$ cat src/dac_serial_pkg.sv
/*
 package of constants and carrier types for the serial dac write port.
 assumes a 16-bit frame, msb first, sampled on falling serial clock edges.
*/
// Summary of operation
// - low frame select enables the shift register
// - sample data on each of the first sixteen falling serial clocks
// - shift register holds exactly sixteen bits
// - sixteenth falling edge updates dac and mode
// - early frame select rise aborts the frame
// - top two bits select power mode
// - abort clears shift register, keeps outputs
// - power-up dac register holds all zeros
package dac_serial_pkg;
   localparam int unsigned  WORD_BITS  = 16;
   localparam int unsigned  MODE_BITS  = 2;
   localparam int unsigned  CODE_BITS  = WORD_BITS - MODE_BITS;
   localparam int unsigned  CNT_BITS   = 5;
   localparam logic [4:0]   CNT_ZERO   = 5'h00;
   localparam logic [4:0]   CNT_ONE    = 5'h01;
   localparam logic [4:0]   CNT_LAST   = 5'h0F;
   localparam logic [15:0]  WORD_ZERO  = 16'h0000;
   localparam logic [1:0]   SYNC_IDLE  = 2'h3;

   typedef enum logic [1:0]
   {
      PWR_NORMAL = 2'h0,
      PWR_DOWN_A = 2'h1,
      PWR_DOWN_B = 2'h2,
      PWR_DOWN_C = 2'h3
   } pwr_mode_t;

   typedef struct packed
   {
      pwr_mode_t         mode;
      logic [13:0]       code;
   } dac_word_t;

   typedef enum logic [1:0]
   {
      ST_IDLE  = 2'h0,
      ST_SHIFT = 2'h1,
      ST_DONE  = 2'h3
   } frame_state_t;
endpackage : dac_serial_pkg

$ cat src/dac_serial_write_port.sv
/*
 serial write port of a single channel dac: frame select, serial clock, data.
 assumes mclk is well above twice the serial clock; pins are asynchronous.
*/
`timescale 1ns/1ps
module dac_serial_write_port
(
   input  wire logic                    mclk,
   input  wire logic                    rstn,
   input  wire logic                    sync_n,
   input  wire logic                    sclk,
   input  wire logic                    din,
   output dac_serial_pkg::dac_word_t    dac_reg,
   output logic                         dac_update
);
   logic                                rst_meta_n;
   logic                                rst_n;
   logic [1:0]                          sync_pipe;
   logic [1:0]                          sclk_pipe;
   logic [1:0]                          din_pipe;
   logic                                sclk_prev;
   logic [15:0]                         shift;
   logic [4:0]                          count;
   dac_serial_pkg::frame_state_t        state;
   logic                                fall;
   logic                                sel;
   logic                                shift_fall;
   logic                                last_fall;

   // reset release
   always_ff @(posedge mclk or negedge rstn)
   begin
      if (!rstn)
      begin
         rst_meta_n <= 1'b0;
         rst_n      <= 1'b0;
      end
      else
      begin
         rst_meta_n <= 1'b1;
         rst_n      <= rst_meta_n;
      end
   end

   // frame select synchroniser
   always_ff @(posedge mclk or negedge rst_n)
   begin
      if (!rst_n)
         sync_pipe <= dac_serial_pkg::SYNC_IDLE;
      else
         sync_pipe <= {sync_pipe[0], sync_n};
   end

   // serial clock synchroniser and edge history
   always_ff @(posedge mclk or negedge rst_n)
   begin
      if (!rst_n)
      begin
         sclk_pipe <= '0;
         sclk_prev <= 1'b0;
      end
      else
      begin
         sclk_pipe <= {sclk_pipe[0], sclk};
         sclk_prev <= sclk_pipe[1];
      end
   end

   // serial data synchroniser, same depth as the clock path
   always_ff @(posedge mclk or negedge rst_n)
   begin
      if (!rst_n)
         din_pipe <= '0;
      else
         din_pipe <= {din_pipe[0], din};
   end

   assign sel        = ~sync_pipe[1];
   assign fall       = sclk_prev & ~sclk_pipe[1];
   assign shift_fall = (state == dac_serial_pkg::ST_SHIFT) & sel & fall;
   assign last_fall  = shift_fall & (count == dac_serial_pkg::CNT_LAST);

   // frame state: idle, shifting, done until select rises again
   always_ff @(posedge mclk or negedge rst_n)
   begin
      if (!rst_n)
         state <= dac_serial_pkg::ST_IDLE;
      else
      begin
         case (state)
            dac_serial_pkg::ST_IDLE:
            begin
               if (sel)
                  state <= dac_serial_pkg::ST_SHIFT;
            end
            dac_serial_pkg::ST_SHIFT:
            begin
               if (!sel)
                  state <= dac_serial_pkg::ST_IDLE;
               else if (last_fall)
                  state <= dac_serial_pkg::ST_DONE;
            end
            dac_serial_pkg::ST_DONE:
            begin
               if (!sel)
                  state <= dac_serial_pkg::ST_IDLE;
            end
            default:
               state <= dac_serial_pkg::ST_IDLE;
         endcase
      end
   end

   // bit counter: cleared outside a frame and on abort, held once done
   always_ff @(posedge mclk or negedge rst_n)
   begin
      if (!rst_n)
         count <= dac_serial_pkg::CNT_ZERO;
      else if (state == dac_serial_pkg::ST_IDLE || (state == dac_serial_pkg::ST_SHIFT && !sel))
         count <= dac_serial_pkg::CNT_ZERO;
      else if (shift_fall)
         count <= count + dac_serial_pkg::CNT_ONE;
   end

   // input shift register: cleared outside a frame and on abort
   always_ff @(posedge mclk or negedge rst_n)
   begin
      if (!rst_n)
         shift <= dac_serial_pkg::WORD_ZERO;
      else if (state == dac_serial_pkg::ST_IDLE || (state == dac_serial_pkg::ST_SHIFT && !sel))
         shift <= dac_serial_pkg::WORD_ZERO;
      else if (shift_fall)
         shift <= {shift[14:0], din_pipe[1]};
   end

   // dac register and mode update on the sixteenth edge
   always_ff @(posedge mclk or negedge rst_n)
   begin
      if (!rst_n)
      begin
         dac_reg    <= dac_serial_pkg::WORD_ZERO;
         dac_update <= 1'b0;
      end
      else
      begin
         dac_update <= 1'b0;
         if (last_fall)
         begin
            dac_reg    <= {shift[14:0], din_pipe[1]};
            dac_update <= 1'b1;
         end
      end
   end

   // frame sequencing checks
   chk_update_on_last: assert property (@(posedge mclk) disable iff (!rst_n)
      dac_update |-> $past(count) == dac_serial_pkg::CNT_LAST && $past(fall) && $past(sel))
      else $error("update without sixteenth edge");
   chk_update_single: assert property (@(posedge mclk) disable iff (!rst_n)
      dac_update |=> !dac_update)
      else $error("update pulse longer than one cycle");
   chk_frame_start: assert property (@(posedge mclk) disable iff (!rst_n)
      (state == dac_serial_pkg::ST_IDLE && sel) |=> state == dac_serial_pkg::ST_SHIFT)
      else $error("select low did not open a frame");
   chk_idle_no_shift: assert property (@(posedge mclk) disable iff (!rst_n)
      (state == dac_serial_pkg::ST_IDLE) |=> count == dac_serial_pkg::CNT_ZERO)
      else $error("counter moved outside frame");
   chk_idle_no_update: assert property (@(posedge mclk) disable iff (!rst_n)
      (state == dac_serial_pkg::ST_IDLE) |=> !dac_update && shift == dac_serial_pkg::WORD_ZERO)
      else $error("activity outside a frame");
   chk_abort_holds: assert property (@(posedge mclk) disable iff (!rst_n)
      (state == dac_serial_pkg::ST_SHIFT && !sel) |=> $stable(dac_reg) && shift == dac_serial_pkg::WORD_ZERO)
      else $error("abort changed outputs");
   chk_abort_to_idle: assert property (@(posedge mclk) disable iff (!rst_n)
      (state == dac_serial_pkg::ST_SHIFT && !sel) |=> state == dac_serial_pkg::ST_IDLE && !dac_update)
      else $error("abort did not end the frame");
   chk_done_waits: assert property (@(posedge mclk) disable iff (!rst_n)
      (state == dac_serial_pkg::ST_DONE && sel) |=> state == dac_serial_pkg::ST_DONE && !dac_update)
      else $error("second frame without select rise");
   chk_done_ignores: assert property (@(posedge mclk) disable iff (!rst_n)
      (state == dac_serial_pkg::ST_DONE && sel && fall) |=> $stable(shift) && $stable(count))
      else $error("falls after the sixteenth were taken");
   chk_reg_stable: assert property (@(posedge mclk) disable iff (!rst_n)
      !dac_update |-> $stable(dac_reg))
      else $error("dac register changed without update");

   // data path checks
   chk_fall_single: assert property (@(posedge mclk) disable iff (!rst_n)
      fall |=> !fall)
      else $error("falling edge seen twice");
   chk_shift_on_fall: assert property (@(posedge mclk) disable iff (!rst_n)
      (state == dac_serial_pkg::ST_SHIFT && sel && fall) |=> count == $past(count) + dac_serial_pkg::CNT_ONE)
      else $error("bit not counted on falling edge");
   chk_hold_between: assert property (@(posedge mclk) disable iff (!rst_n)
      (state == dac_serial_pkg::ST_SHIFT && sel && !fall) |=> $stable(shift) && $stable(count))
      else $error("bit taken without falling edge");
   chk_count_bounded: assert property (@(posedge mclk) disable iff (!rst_n)
      (state == dac_serial_pkg::ST_SHIFT) |-> count <= dac_serial_pkg::CNT_LAST)
      else $error("more than sixteen bits in a frame");
   chk_msb_first: assert property (@(posedge mclk) disable iff (!rst_n)
      (state == dac_serial_pkg::ST_SHIFT && sel && fall) |=> shift[0] == $past(din_pipe[1])
      && shift[15:1] == $past(shift[14:0]))
      else $error("shift order wrong");
   chk_word_loaded: assert property (@(posedge mclk) disable iff (!rst_n)
      dac_update |-> dac_reg == {$past(shift[14:0]), $past(din_pipe[1])})
      else $error("loaded word differs from shifted bits");
   chk_mode_field: assert property (@(posedge mclk) disable iff (!rst_n)
      dac_update |-> dac_reg.mode == $past(shift[14:13]))
      else $error("mode bits misplaced");
   chk_code_field: assert property (@(posedge mclk) disable iff (!rst_n)
      dac_update |-> dac_reg.code == {$past(shift[12:0]), $past(din_pipe[1])})
      else $error("code bits misplaced");

   // cover points for the main scenarios
   cov_full_frame: cover property (@(posedge mclk) disable iff (!rst_n) dac_update);
   cov_abort: cover property (@(posedge mclk) disable iff (!rst_n)
      state == dac_serial_pkg::ST_SHIFT && !sel && count != dac_serial_pkg::CNT_ZERO);
   cov_powerdown: cover property (@(posedge mclk) disable iff (!rst_n)
      dac_update && dac_reg.mode != dac_serial_pkg::PWR_NORMAL);
   cov_normal_mode: cover property (@(posedge mclk) disable iff (!rst_n)
      dac_update && dac_reg.mode == dac_serial_pkg::PWR_NORMAL);
   cov_extra_falls: cover property (@(posedge mclk) disable iff (!rst_n)
      state == dac_serial_pkg::ST_DONE && sel && fall);
endmodule : dac_serial_write_port

$ cat config.mk
export PLATFORM = sky130hd
export DESIGN_NAME = dac_serial_write_port
export DESIGN_NICKNAME = d
export VERILOG_FILES = /design/src/dac_serial_pkg.sv /design/src/dac_serial_write_port.sv
export SDC_FILE = /design/constraint.sdc
export NUM_CORES = 1
export LEC_CHECK = 0
export ABC_AREA = 1
export BUFFER_PORTS_ARGS = -buffer_cell sky130_fd_sc_hd__buf_2
export CELL_PAD_IN_SITES_DETAIL_PLACEMENT = 1
export CELL_PAD_IN_SITES_GLOBAL_PLACEMENT = 2
export CORE_MARGIN = 8
export CORE_UTILIZATION = 32
export CTS_CLUSTER_DIAMETER = 120
export DETAILED_ROUTE_END_ITERATION = 8
export GPL_TIMING_DRIVEN = 0
export MAX_ROUTING_LAYER = met4
export PLACE_DENSITY_LB_ADDON = 0.1
export SLEW_MARGIN = 10
export SYNTH_ARGS = -nofsm -noshare
export SYNTH_HDL_FRONTEND = slang
export SYNTH_SLANG_ARGS = --single-unit
$ cat constraint.sdc
create_clock -name mclk -period 1.4 [get_ports mclk]
set_input_delay 0.14 -clock mclk [delete_from_list [all_inputs] [get_ports mclk]]
set_output_delay 0.14 -clock mclk [all_outputs]
set_load 0.05 [all_outputs]
==> results of run 1 <==
power groups by stage:
stage               clock (mW)  sequential [mW]  combinational [mW]
floorplan                    0             1.46              0.0482
global placement             0             1.47              0.0704
global route              1.06             1.45               0.100
detailed placement           0             1.47              0.0736
finish                   0.981             1.44              0.0891
CTS                       1.03             1.44              0.0871
metrics by stage:
stage / cells / setup TNS (ns)
after floorplan: 188 / 0
after global placement: 281 / -2.17
after detailed placement: 281 / -2.95
after CTS: 304 / -1.52
after global routing: 302 / -1.20
final: 302 / 0
repair_timing:
action                                  in CTS  in global routing
resized for setup                           20                 20
setup buffers                               10                  0
hold buffers                                 4                  0
endpoints found under the setup margin      18                 34
endpoints found under the hold margin        5                  0
pin swaps                                    3                  5
cloned                                       1                  0
critical path: stages (launching register included):
cell     delay, ns
dfrtp_1       0.42
ha_4          0.18
nand2_4       0.07
nor2_4        0.11
ha_4          0.18
nand2_8       0.08
buf_16        0.15
nand2_2       0.05
nand2_1       0.04
cells in the mapped netlist (all sizes together):
library cell / instances / area [um2]
nand2: 72 / 283
dfrtp: 46 / 1150
nand3: 37 / 185
buf: 9 / 58.8
inv: 7 / 26.3
o21ai: 4 / 20.0
nand4: 3 / 18.8
nor2: 3 / 27.5
dfstp: 2 / 52.6
ha: 2 / 25.0
clkbuf: 1 / 3.75
conb: 1 / 3.75
or2: 1 / 6.26
logic make-up after synthesis:
group	after synthesis	synth area share
simple gates	116	0.280
flops	48	0.647
buf+inv	17	0.0477
compound gates	4	0.0107
fa+ha+maj	2	0.0134
other cells	1	0.00201
final timing paths:
| path | start | endpoint | slack [ns] | cells after the start |
|---|---|---|---|---|
| setup / recovery | count[0]$_DFFE_PN0P_ | dac_reg[11]$_DFFE_PN0P_ | 0.003 | 8 |
| hold / removal | rstn | rst_meta_n$_DFF_PN0_ | 0.16 | 2 |
| setup reg to reg | count[0]$_DFFE_PN0P_ | dac_reg[11]$_DFFE_PN0P_ | 0.003 | 8 |
| hold reg to reg | din_pipe[0]$_DFF_PN0_ | din_pipe[1]$_DFF_PN0_ | 0.35 | 0 |
| max in group asynchronous | rst_n$_DFF_PN0_ | count[1]$_DFFE_PN0P_ | 0.26 | 0 |
| min in group mclk | din_pipe[0]$_DFF_PN0_ | din_pipe[1]$_DFF_PN0_ | 0.35 | 0 |
layer usage:
layer  wire, um  track usage  vias to the layer above  part of all wire
met5          0            -                        -                 0
met4         46       0.0362                        0             0.010
met3        190       0.0285                        6             0.042
met2       2320        0.197                       19              0.51
met1       1990        0.137                      708              0.44
li1           -            -                      680                 -
placed cells by master, fill, tap and decap left out:
| cell | synthesis | final |
|---|---|---|
| o21ai_0 | 3 | 3 |
| clkinv_2 | 0 | 1 |
| buf_8 | 0 | 1 |
| nor2_1 | 2 | 1 |
| nand2_2 | 2 | 18 |
| nand2_4 | 1 | 2 |
| buf_4 | 3 | 10 |
| clkbuf_8 | 0 | 6 |
| nand2_1 | 69 | 51 |
| nand3_1 | 37 | 37 |
| dfrtp_2 | 0 | 2 |
| o21ai_2 | 0 | 1 |
| buf_6 | 1 | 4 |
| nand2_8 | 0 | 1 |
| dfstp_2 | 2 | 2 |
| dlygate4sd3_1 | 0 | 4 |
| ha_4 | 0 | 2 |
| conb_1 | 1 | 1 |
| or2_2 | 1 | 1 |
| nor2_8 | 1 | 1 |
| inv_2 | 0 | 1 |
| buf_2 | 5 | 23 |
| inv_1 | 7 | 6 |
| clkbuf_1 | 1 | 1 |
| bufinv_16 | 0 | 1 |
| buf_16 | 0 | 1 |
| nand4_1 | 3 | 3 |
| nor2_4 | 0 | 1 |
| dfrtp_1 | 46 | 44 |
final cells by class:
type,count,area (um2)
Buffer,9,76.3
Clock buffer,6,72.6
Clock inverter,2,35.0
Fill cell,647,3140
Inverter,7,26.3
Multi-Input combinational cell,123,669
Sequential cell,48,1210
Tap cell,72,90.1
Timing Repair Buffer,35,255
==> summary.md, run 1 <==
| Metric | Value |
|---|---|
| Leakage | 1.33 nW |
| Final slew viol count | 0 |
| Area Growth Syn to Fin | 30.6% |
| Crit end category | flip-flop |
| Height of the die | 92.3 um |
| Final Hold Fails | 0 |
| CP arrival | 1.59 ns |
| Placed Area | 2070 um2 |
| Hold_ws | 0.156 ns |
| Sink Count | 48 |
| Diode count | 0 |
| Post-route cell area | 2430 um2 |
| First-pass GRT wire length | 7.79 mm |
| Io pins | 22 |
| Int Pwr | 1.97 mW |
| Largest register FFs | 16 |
| DRT iter0 DRCs | 48 |
| Clock power share | 0.391 |
| Status | finished clean |
| Vias | 1413 |
| Worst Hold Class | primary input to asynchronous set/reset pin |
| Gpl congestion | 0.778 |
| Psw | 0.541 mW |
| Sw Share | 0.216 |
| Final total power | 2.51 mW |
| Area of the core | 5570 um2 |
| Grt ovf | 0 |
| Startpoint types | flip-flop |
| Drt first pass iters | 4 |
| Crit path time final | 1.40 ns |
| Synth unique cells | 19 |
| Vias per inst | 4.68 |
| Slew margin rel. | 0.329 |
| Cell Rows | 27 |
| Synth Net Count | 195 |
| Sequential share of the synthesized area | 0.647 |
| Unrepaired setup endpoints after global routing | true |
| Final period util | 0.998 |
| Worst-path maximum fanout | 5 |
| Final setup violation count | 0 |
| Die X | 92.3 um |
| Initial core utilization | 0.334 |
| Num CTS Buffers | 5 |
| Post-Syn Area | 1860 um2 |
| WL final | 4.55 mm |
| CTS tree | built |
| Clock Path Buffers | 2 |
| Worst Skew | 0.00359 ns |
| Fin nets | 236 |
| Number of global-route vias before repair | 1599 |
| IO Port Bufs | 21 |
| Finished Core Util | 0.436 |
| Largest net degree at the start of global routing | 47 |
| Antenna Violating Nets Remaining | 0 |
| Combinational Power Share | 0.036 |
| Reg clk slew, reported paths | 0.08 ns |
| Highest Clock Rate | 716 MHz |
| Worst slack, placed | -0.240 ns |
| WL/cell | 15.1 um |
| # DRC | 0 |
| Maxcap violations | 0 |
| Reg power frac | 0.574 |
| Worst-Margin Slew | 1.01 ns |
| Mapped Cells | 188 |
| Seq cells post-synth | 48 |
| Synth Area per Inst | 9.90 um2 |
| Worst EP required | 1.59 ns |
| Worst-Skew Late Latency | 0.29 ns |
| DIE AREA | 8510 um2 |
| Layout cells sized above 1 | 0.343 |
| Clock root buffer | clkbuf_8 |
| Kind of critical path | flip-flop to flip-flop |
| H-tree depth | 2 |
| Hpwl dp | 2.89 mm |
| Setup WS post-layout | 0.00272 ns |
| YS warnings | 0 |
| VDD IR max | 0.600 mV |
| GRT Overall Usage | 0.118 |
| PD cells | 1030 nW/um2 |
| Initial antenna violation count | 0 |
No activity file was read; power rests on OpenSTA's default activity.
==> inputs of run 2 (changes only) <==
- ABC_AREA: 1 -> 0
- CORE_UTILIZATION: 32 -> 36
==> run 2 against run 1 <==
Compared with the run above:
- the run now ends with setup timing left
- via count fell by 23%
- area after synthesis is 2.7% lower
- hold slack worse by 0.0073 ns
- synthesized cell count down 38%
- critical path depth is 1 lower
- cell count shrank 24%
- non-clock buffer count fell by 2
- register-to-register slack got worse by 0.27 ns
- sequential cell count is the same
- maximum frequency down 16%
- utilization up 4.6 points
- critical path type unchanged
- largest cell class unchanged
==> summary.md, run 2 <==
| Metric | Value |
|---|---|
| Status | finished, violations left |
| Failing checks | setup timing |
| Mux contribution to synthesized area | 0.122 |
| Finished Core Util | 0.482 |
| Worst Skew | 0.00664 ns |
| DRT iter0 DRCs | 36 |
| Clock power share | 0.405 |
| Synth top area cells | dfrtp_1, a22o_1, mux2_4 |
| Commonest non-fill, non-tap cell in the layout | dfrtp_1 |
| Final period util | 1.19 |
| Leakage | 1.27 nW |
| IO Port Bufs | 21 |
| Vias | 1089 |
| Ys flop type | dfrtp_1 |
| Sw Share | 0.203 |
| Vias per inst | 4.71 |
| Grt ovf | 0 |
| CTS tree | built |
| Crit path time final | 1.66 ns |
| Initial antenna violation count | 0 |
| Clock root buffer | clkbuf_8 |
| Worst-Skew Late Latency | 0.29 ns |
| Post-Synth Adder-Cell Area | 0.0138 |
| Final setup violation count | 37 |
| Kind of critical path | flip-flop to flip-flop |
| Fin nets | 167 |
| Yosys top cell area share | 0.635 |
| Drt first pass iters | 3 |
| Worst reg-to-reg setup slack | -0.26 ns |
| Unrepaired setup endpoints after global routing | true |
| First-pass GRT wire length | 5.78 mm |
| Height of the die | 86.9 um |
| Largest net degree at the start of global routing | 47 |
| Die X | 86.9 um |
| GRT Overall Usage | 0.102 |
| Number of global-route vias before repair | 1188 |
| Maxcap violations | 0 |
| H-tree depth | 2 |
| Final slew viol count | 0 |
| Setup WS post-layout | -0.264 ns |
| # DRC | 0 |
| Async SR Flop Fraction | 1.00 |
| Highest Clock Rate | 601 MHz |
| Hpwl dp | 2.05 mm |
| Psw | 0.519 mW |
| Compound-Gate Fraction of Synth Area | 0.102 |
| Setup TNS | -5.15 ns |
| Gpl congestion | 0.738 |
| WL/cell | 14.8 um |
| Commonest cells in the netlist | dfrtp_1, a22o_1, mux2_1, mux2_4, inv_1 |
| Sink Count | 48 |
| Post-route cell area | 2400 um2 |
| Clock Path Buffers | 2 |
| Placed Area | 2050 um2 |
| Layout cells sized above 1 | 0.478 |
| Sequential share of the synthesized area | 0.664 |
| Final Hold Fails | 0 |
| Synth unique cells | 29 |
| CP arrival | 1.85 ns |
| PD cells | 1060 nW/um2 |
| Slew margin rel. | 0.326 |
| Startpoint types | flip-flop |
| Io pins | 22 |
| WL final | 3.43 mm |
| Most frequent cells in the layout | dfrtp_1, buf_2, a22o_1, mux2_4, buf_4 |
| Int Pwr | 2.04 mW |
| Post-Synth Simple-Gate Area | 0.0622 |
| Most common cell in the netlist | dfrtp_1 |
| YS warnings | 0 |
| Fill count | 507 |
| Antenna Violating Nets Remaining | 0 |
| Cell Rows | 26 |
| Placed cells | 207 |
| Hold_ws | 0.149 ns |
| Diode count | 0 |
| Worst EP required | 1.59 ns |
| Largest register FFs | 16 |
| Reg clk slew, reported paths | 0.09 ns |
| Num CTS Buffers | 5 |
| Crit end category | flip-flop |
| EDFF count, synth | 0 |
| Combinational Power Share | 0.032 |
| Worst-Margin Slew | 1.01 ns |
| Mapped Cells | 116 |
| Initial core utilization | 0.364 |
| Synth Net Count | 123 |
| Worst-path maximum fanout | 10 |
| Area of the core | 4980 um2 |
| Worst Hold Class | primary input to asynchronous set/reset pin |
| Main combinational cell family by area after synthesis | multiplexers |
| Seq cells post-synth | 48 |
| Post-Syn Area | 1810 um2 |
| VDD IR max | 0.670 mV |
| DIE AREA | 7560 um2 |
| Synth Area per Inst | 15.6 um2 |
| Final Non-Filler Cells | 231 |
| Reg power frac | 0.563 |
| Area leader, netlist | dfrtp_1 |
| Xor/xnor share of the synthesized area | 0 |
| Area Growth Syn to Fin | 32.5% |
-- run 2: changes by cell type in the layout (fill, tap and decap cells not counted), moves of 3 or more --
cell,previous run,this run
nand3_1,37,0
o21ai_0,3,0
nand4_1,3,0
nand2_1,51,2
nand2_2,18,0
mux2_4,0,17
a22o_1,0,17
-- run 2: final timing paths --
kind | depth (start not counted) | endpoint | from
min in group mclk | 0 | sync_pipe[1]$_DFF_PN1_ | sync_pipe[0]$_DFF_PN1_
max in group asynchronous | 0 | shift[8]$_DFFE_PN0P_ | rst_n$_DFF_PN0_
hold reg to reg | 0 | sync_pipe[1]$_DFF_PN1_ | sync_pipe[0]$_DFF_PN1_
setup / recovery | 7 | dac_reg[8]$_DFFE_PN0P_ | count[0]$_DFFE_PN0P_
setup reg to reg | 7 | dac_reg[8]$_DFFE_PN0P_ | count[0]$_DFFE_PN0P_
hold / removal | 2 | rst_n$_DFF_PN0_ | rstn
-- run 2: final cells by class --
class | instances | area, um2 | area share
Buffer | 5 | 65.1 | 0.0271
Clock buffer | 6 | 82.6 | 0.0344
Clock inverter | 2 | 38.8 | 0.0162
Inverter | 5 | 18.8 | 0.00782
Multi-Input combinational cell | 58 | 628 | 0.262
Sequential cell | 48 | 1200 | 0.502
Tap cell | 70 | 87.6 | 0.0365
Timing Repair Buffer | 37 | 275 | 0.115
-- run 2: logic make-up after synthesis --
| group | count (synthesis) |
|---|---|
| AND/OR/NAND/NOR | 15 |
| flip-flops | 48 |
| AO/OA/AOI/OAI | 23 |
| other | 1 |
| buffers and inverters | 10 |
| multiplexers | 17 |
| adder cells (fa/ha/maj) | 2 |
-- run 2: critical path, stage by stage, from the launching register on --
cell,delay [ns]
dfrtp_1,0.40
ha_2,0.19
and3_4,0.17
ha_4,0.15
nor2b_4,0.12
nand2_4,0.08
buf_12,0.14
mux2_4,0.30
-- run 2: what timing repair did --
| item | in CTS | in global routing |
|---|---|---|
| endpoints found under the hold margin | 5 | 0 |
| pin swaps | 3 | 3 |
| gates cloned | 1 | 0 |
| endpoints found under the setup margin | 30 | 37 |
| gates resized for setup | 14 | 5 |
| setup buffers | 10 | 1 |
| hold buffers | 4 | 0 |
-- run 2: through the flow --
| step | worst slack (ns) | total power, mW |
|---|---|---|
| floorplan | -0.268 | 1.49 |
| CTS | -0.266 | 2.60 |
| finish | -0.264 | 2.56 |
| global placement | -0.393 | 1.51 |
| detailed placement | -0.405 | 1.52 |
| global route | -0.334 | 2.67 |
-- run 2: per-layer routing --
| layer | up-vias | track usage | wire, um |
|---|---|---|---|
| li1 | 502 | - | - |
| met3 | 7 | 0.0321 | 127 |
| met2 | 21 | 0.145 | 1610 |
| met1 | 559 | 0.131 | 1640 |
| met5 | - | - | 0 |
| met4 | 0 | 0.0423 | 48 |
-- run 2: power groups by stage --
stage               combinational [mW]  clock [mW]  sequential (mW)
detailed placement              0.0475           0             1.47
global placement                0.0466           0             1.47
global route                    0.0883        1.14             1.45
finish                          0.0819        1.03             1.44
floorplan                       0.0335           0             1.46
CTS                             0.0800        1.08             1.44
==> inputs of run 3 (changes only) <==
--- a/config.mk
+++ b/config.mk
@@ -10,5 +10,4 @@
 export CELL_PAD_IN_SITES_DETAIL_PLACEMENT = 1
 export CELL_PAD_IN_SITES_GLOBAL_PLACEMENT = 2
-export CORE_MARGIN = 8
 export CORE_UTILIZATION = 36
 export CTS_CLUSTER_DIAMETER = 120
==> constraint.sdc (replaced) <==
create_clock -name mclk -period 1.4 [get_ports mclk]
set_input_delay 0.21 -clock mclk [delete_from_list [all_inputs] [get_ports mclk]]
set_output_delay 0.21 -clock mclk [all_outputs]
set_load 0.05 [all_outputs]
==> run 3 against run 2 <==
Compared with the run above:
- setup slack gained 0.0078 ns
- cell count fell by 0.87%
- register-to-register slack barely moved
- largest power group unchanged
- critical path type unchanged
- critical path depth unchanged
- non-clock buffer count increased by 1
- sequential share of layout area up 0.40 points
- utilization up 1.5 points
- die area is 30% lower
- the flow still finishes with violations (setup timing)
- combinational power up 14%
- maximum frequency up 0.47%
- global-route usage up 4.0 points
- hold slack got worse by 0.14 ns
==> summary.md, run 3 (synthesis gave the netlist of run 2 again) <==
| Metric | Value |
|---|---|
| Commonest non-fill, non-tap cell in the layout | dfrtp_1 |
| IO Port Bufs | 21 |
| Final period util | 1.18 |
| WL/cell | 14.2 um |
| Highest Clock Rate | 604 MHz |
| Sink Count | 48 |
| Status | finished, violations left |
| Worst Hold Class | primary input to flip-flop |
| Setup TNS | -5.01 ns |
| Diode count | 0 |
| Setup WS post-layout | -0.256 ns |
| Startpoint types | flip-flop |
| Finished Core Util | 0.498 |
| Reg clk slew, reported paths | 0.09 ns |
| First-pass GRT wire length | 5.42 mm |
| Slew margin rel. | 0.348 |
| Crit end category | flip-flop |
| Cell Rows | 25 |
| Vias | 1095 |
| Fin nets | 168 |
| Final total power | 2.38 mW |
| VDD IR max | 0.562 mV |
| Initial antenna violation count | 0 |
| Final setup violation count | 36 |
| Initial core utilization | 0.379 |
| Most frequent cells in the layout | dfrtp_1, buf_2, a22o_1, mux2_4, buf_4 |
| Leakage | 1.27 nW |
| H-tree depth | 2 |
| Unrepaired setup endpoints after global routing | true |
| CP arrival | 1.84 ns |
| Largest net degree at the start of global routing | 47 |
| Multi-input gate area | 621 um2 |
| Hold_ws | 0.0136 ns |
| Final slew viol count | 0 |
| PD cells | 998 nW/um2 |
| Antenna Violating Nets Remaining | 0 |
| Area of the core | 4790 um2 |
| Worst EP required | 1.58 ns |
| Largest register FFs | 16 |
| Worst-Margin Slew | 0.979 ns |
| Clock Path Buffers | 2 |
| CTS tree | built |
| Worst reg-to-reg setup slack | -0.26 ns |
| Fill count | 506 |
| Height of the die | 72.9 um |
| Crit path time final | 1.66 ns |
| Final Hold Fails | 0 |
| Worst Skew | 0.00479 ns |
| DRT iter0 DRCs | 41 |
| Worst-path maximum fanout | 10 |
| Number of global-route vias before repair | 1170 |
| Die X | 72.9 um |
| GRT Overall Usage | 0.142 |
| Drt first pass iters | 2 |
| WL final | 3.25 mm |
| Kind of critical path | flip-flop to flip-flop |
| Vias per inst | 4.78 |
| Area Growth Syn to Fin | 31.5% |
| Clock root buffer | clkbuf_8 |
| Worst slack, placed | -0.402 ns |
| Gpl congestion | 0.721 |
| Layout cells sized above 1 | 0.475 |
| Worst-Skew Late Latency | 0.29 ns |
| Failing checks | setup timing |
| # DRC | 0 |
| Grt ovf | 0 |
| Reg area | 1200 um2 |
| DIE AREA | 5320 um2 |
| Hpwl dp | 1.95 mm |
| Io pins | 22 |
| Num CTS Buffers | 5 |
| Maxcap violations | 0 |
==> run 3: changes by cell type in the layout (fill, tap and decap cells not counted), moves of 2 or more <==
| cell | delta |
|---|---|
| buf_4 | +3 |
| buf_12 | +2 |
| buf_6 | -2 |
| dlygate4sd3_1 | -2 |
==> run 3: per-layer routing <==
layer  vias to the layer above  routed length, um  global-route usage
li1                        501                  -                   -
met5                         -                  0                   -
met2                        19               1540               0.214
met1                       570               1570               0.180
met4                         0                 40              0.0588
met3                         5                 99              0.0414
==> run 3: cell type report <==
class,count,area share
Tap cell,67,0.0352
Timing Repair Buffer,38,0.126
Multi-Input combinational cell,58,0.261
Sequential cell,48,0.506
Inverter,5,0.00788
Buffer,5,0.0257
Clock buffer,7,0.0362
Clock inverter,1,0.00315
==> run 3: final timing paths <==
path	from	end	depth (start not counted)
max in group asynchronous	rst_n$_DFF_PN0_	dac_reg[15]$_DFFE_PN0P_	0
min in group asynchronous	rstn	rst_meta_n$_DFF_PN0_	2
min	din	din_pipe[0]$_DFF_PN0_	1
min reg2reg	sclk_pipe[0]$_DFF_PN0_	sclk_pipe[1]$_DFF_PN0_	0
max	count[0]$_DFFE_PN0P_	dac_reg[11]$_DFFE_PN0P_	7
max reg2reg	count[0]$_DFFE_PN0P_	dac_reg[11]$_DFFE_PN0P_	7
==> run 3: through the flow <==
step | instances | instance area [um2]
2_1_floorplan | 116 | 1860
5_1_grt | 229 | 2380
4_1_cts | 227 | 2350
3_3_place_gp | 204 | 2040
3_5_place_dp | 204 | 2040
6_report | 229 | 2380
==> run 3: critical path: stages (launching register included) <==
cell     delay (ns)
dfrtp_1        0.39
ha_2           0.19
and3_4         0.17
ha_4           0.14
nor2b_4        0.12
nand2_4        0.08
buf_12         0.14
mux2_4         0.30
==> run 3: power breakdown <==
group          switching, mW  leakage, nW  internal (mW)
Sequential            0.0337        0.644           1.40
Combinational         0.0352        0.577         0.0578
Clock                  0.446       0.0445          0.402
==> run 3: repair_timing <==
item	in CTS	in global routing
hold buffers	2	0
endpoints found under the setup margin	29	37
setup buffers	12	2
gates resized for setup	12	3
hold endpoints to repair	3	0
cloned	1	0
pin swaps	5	1
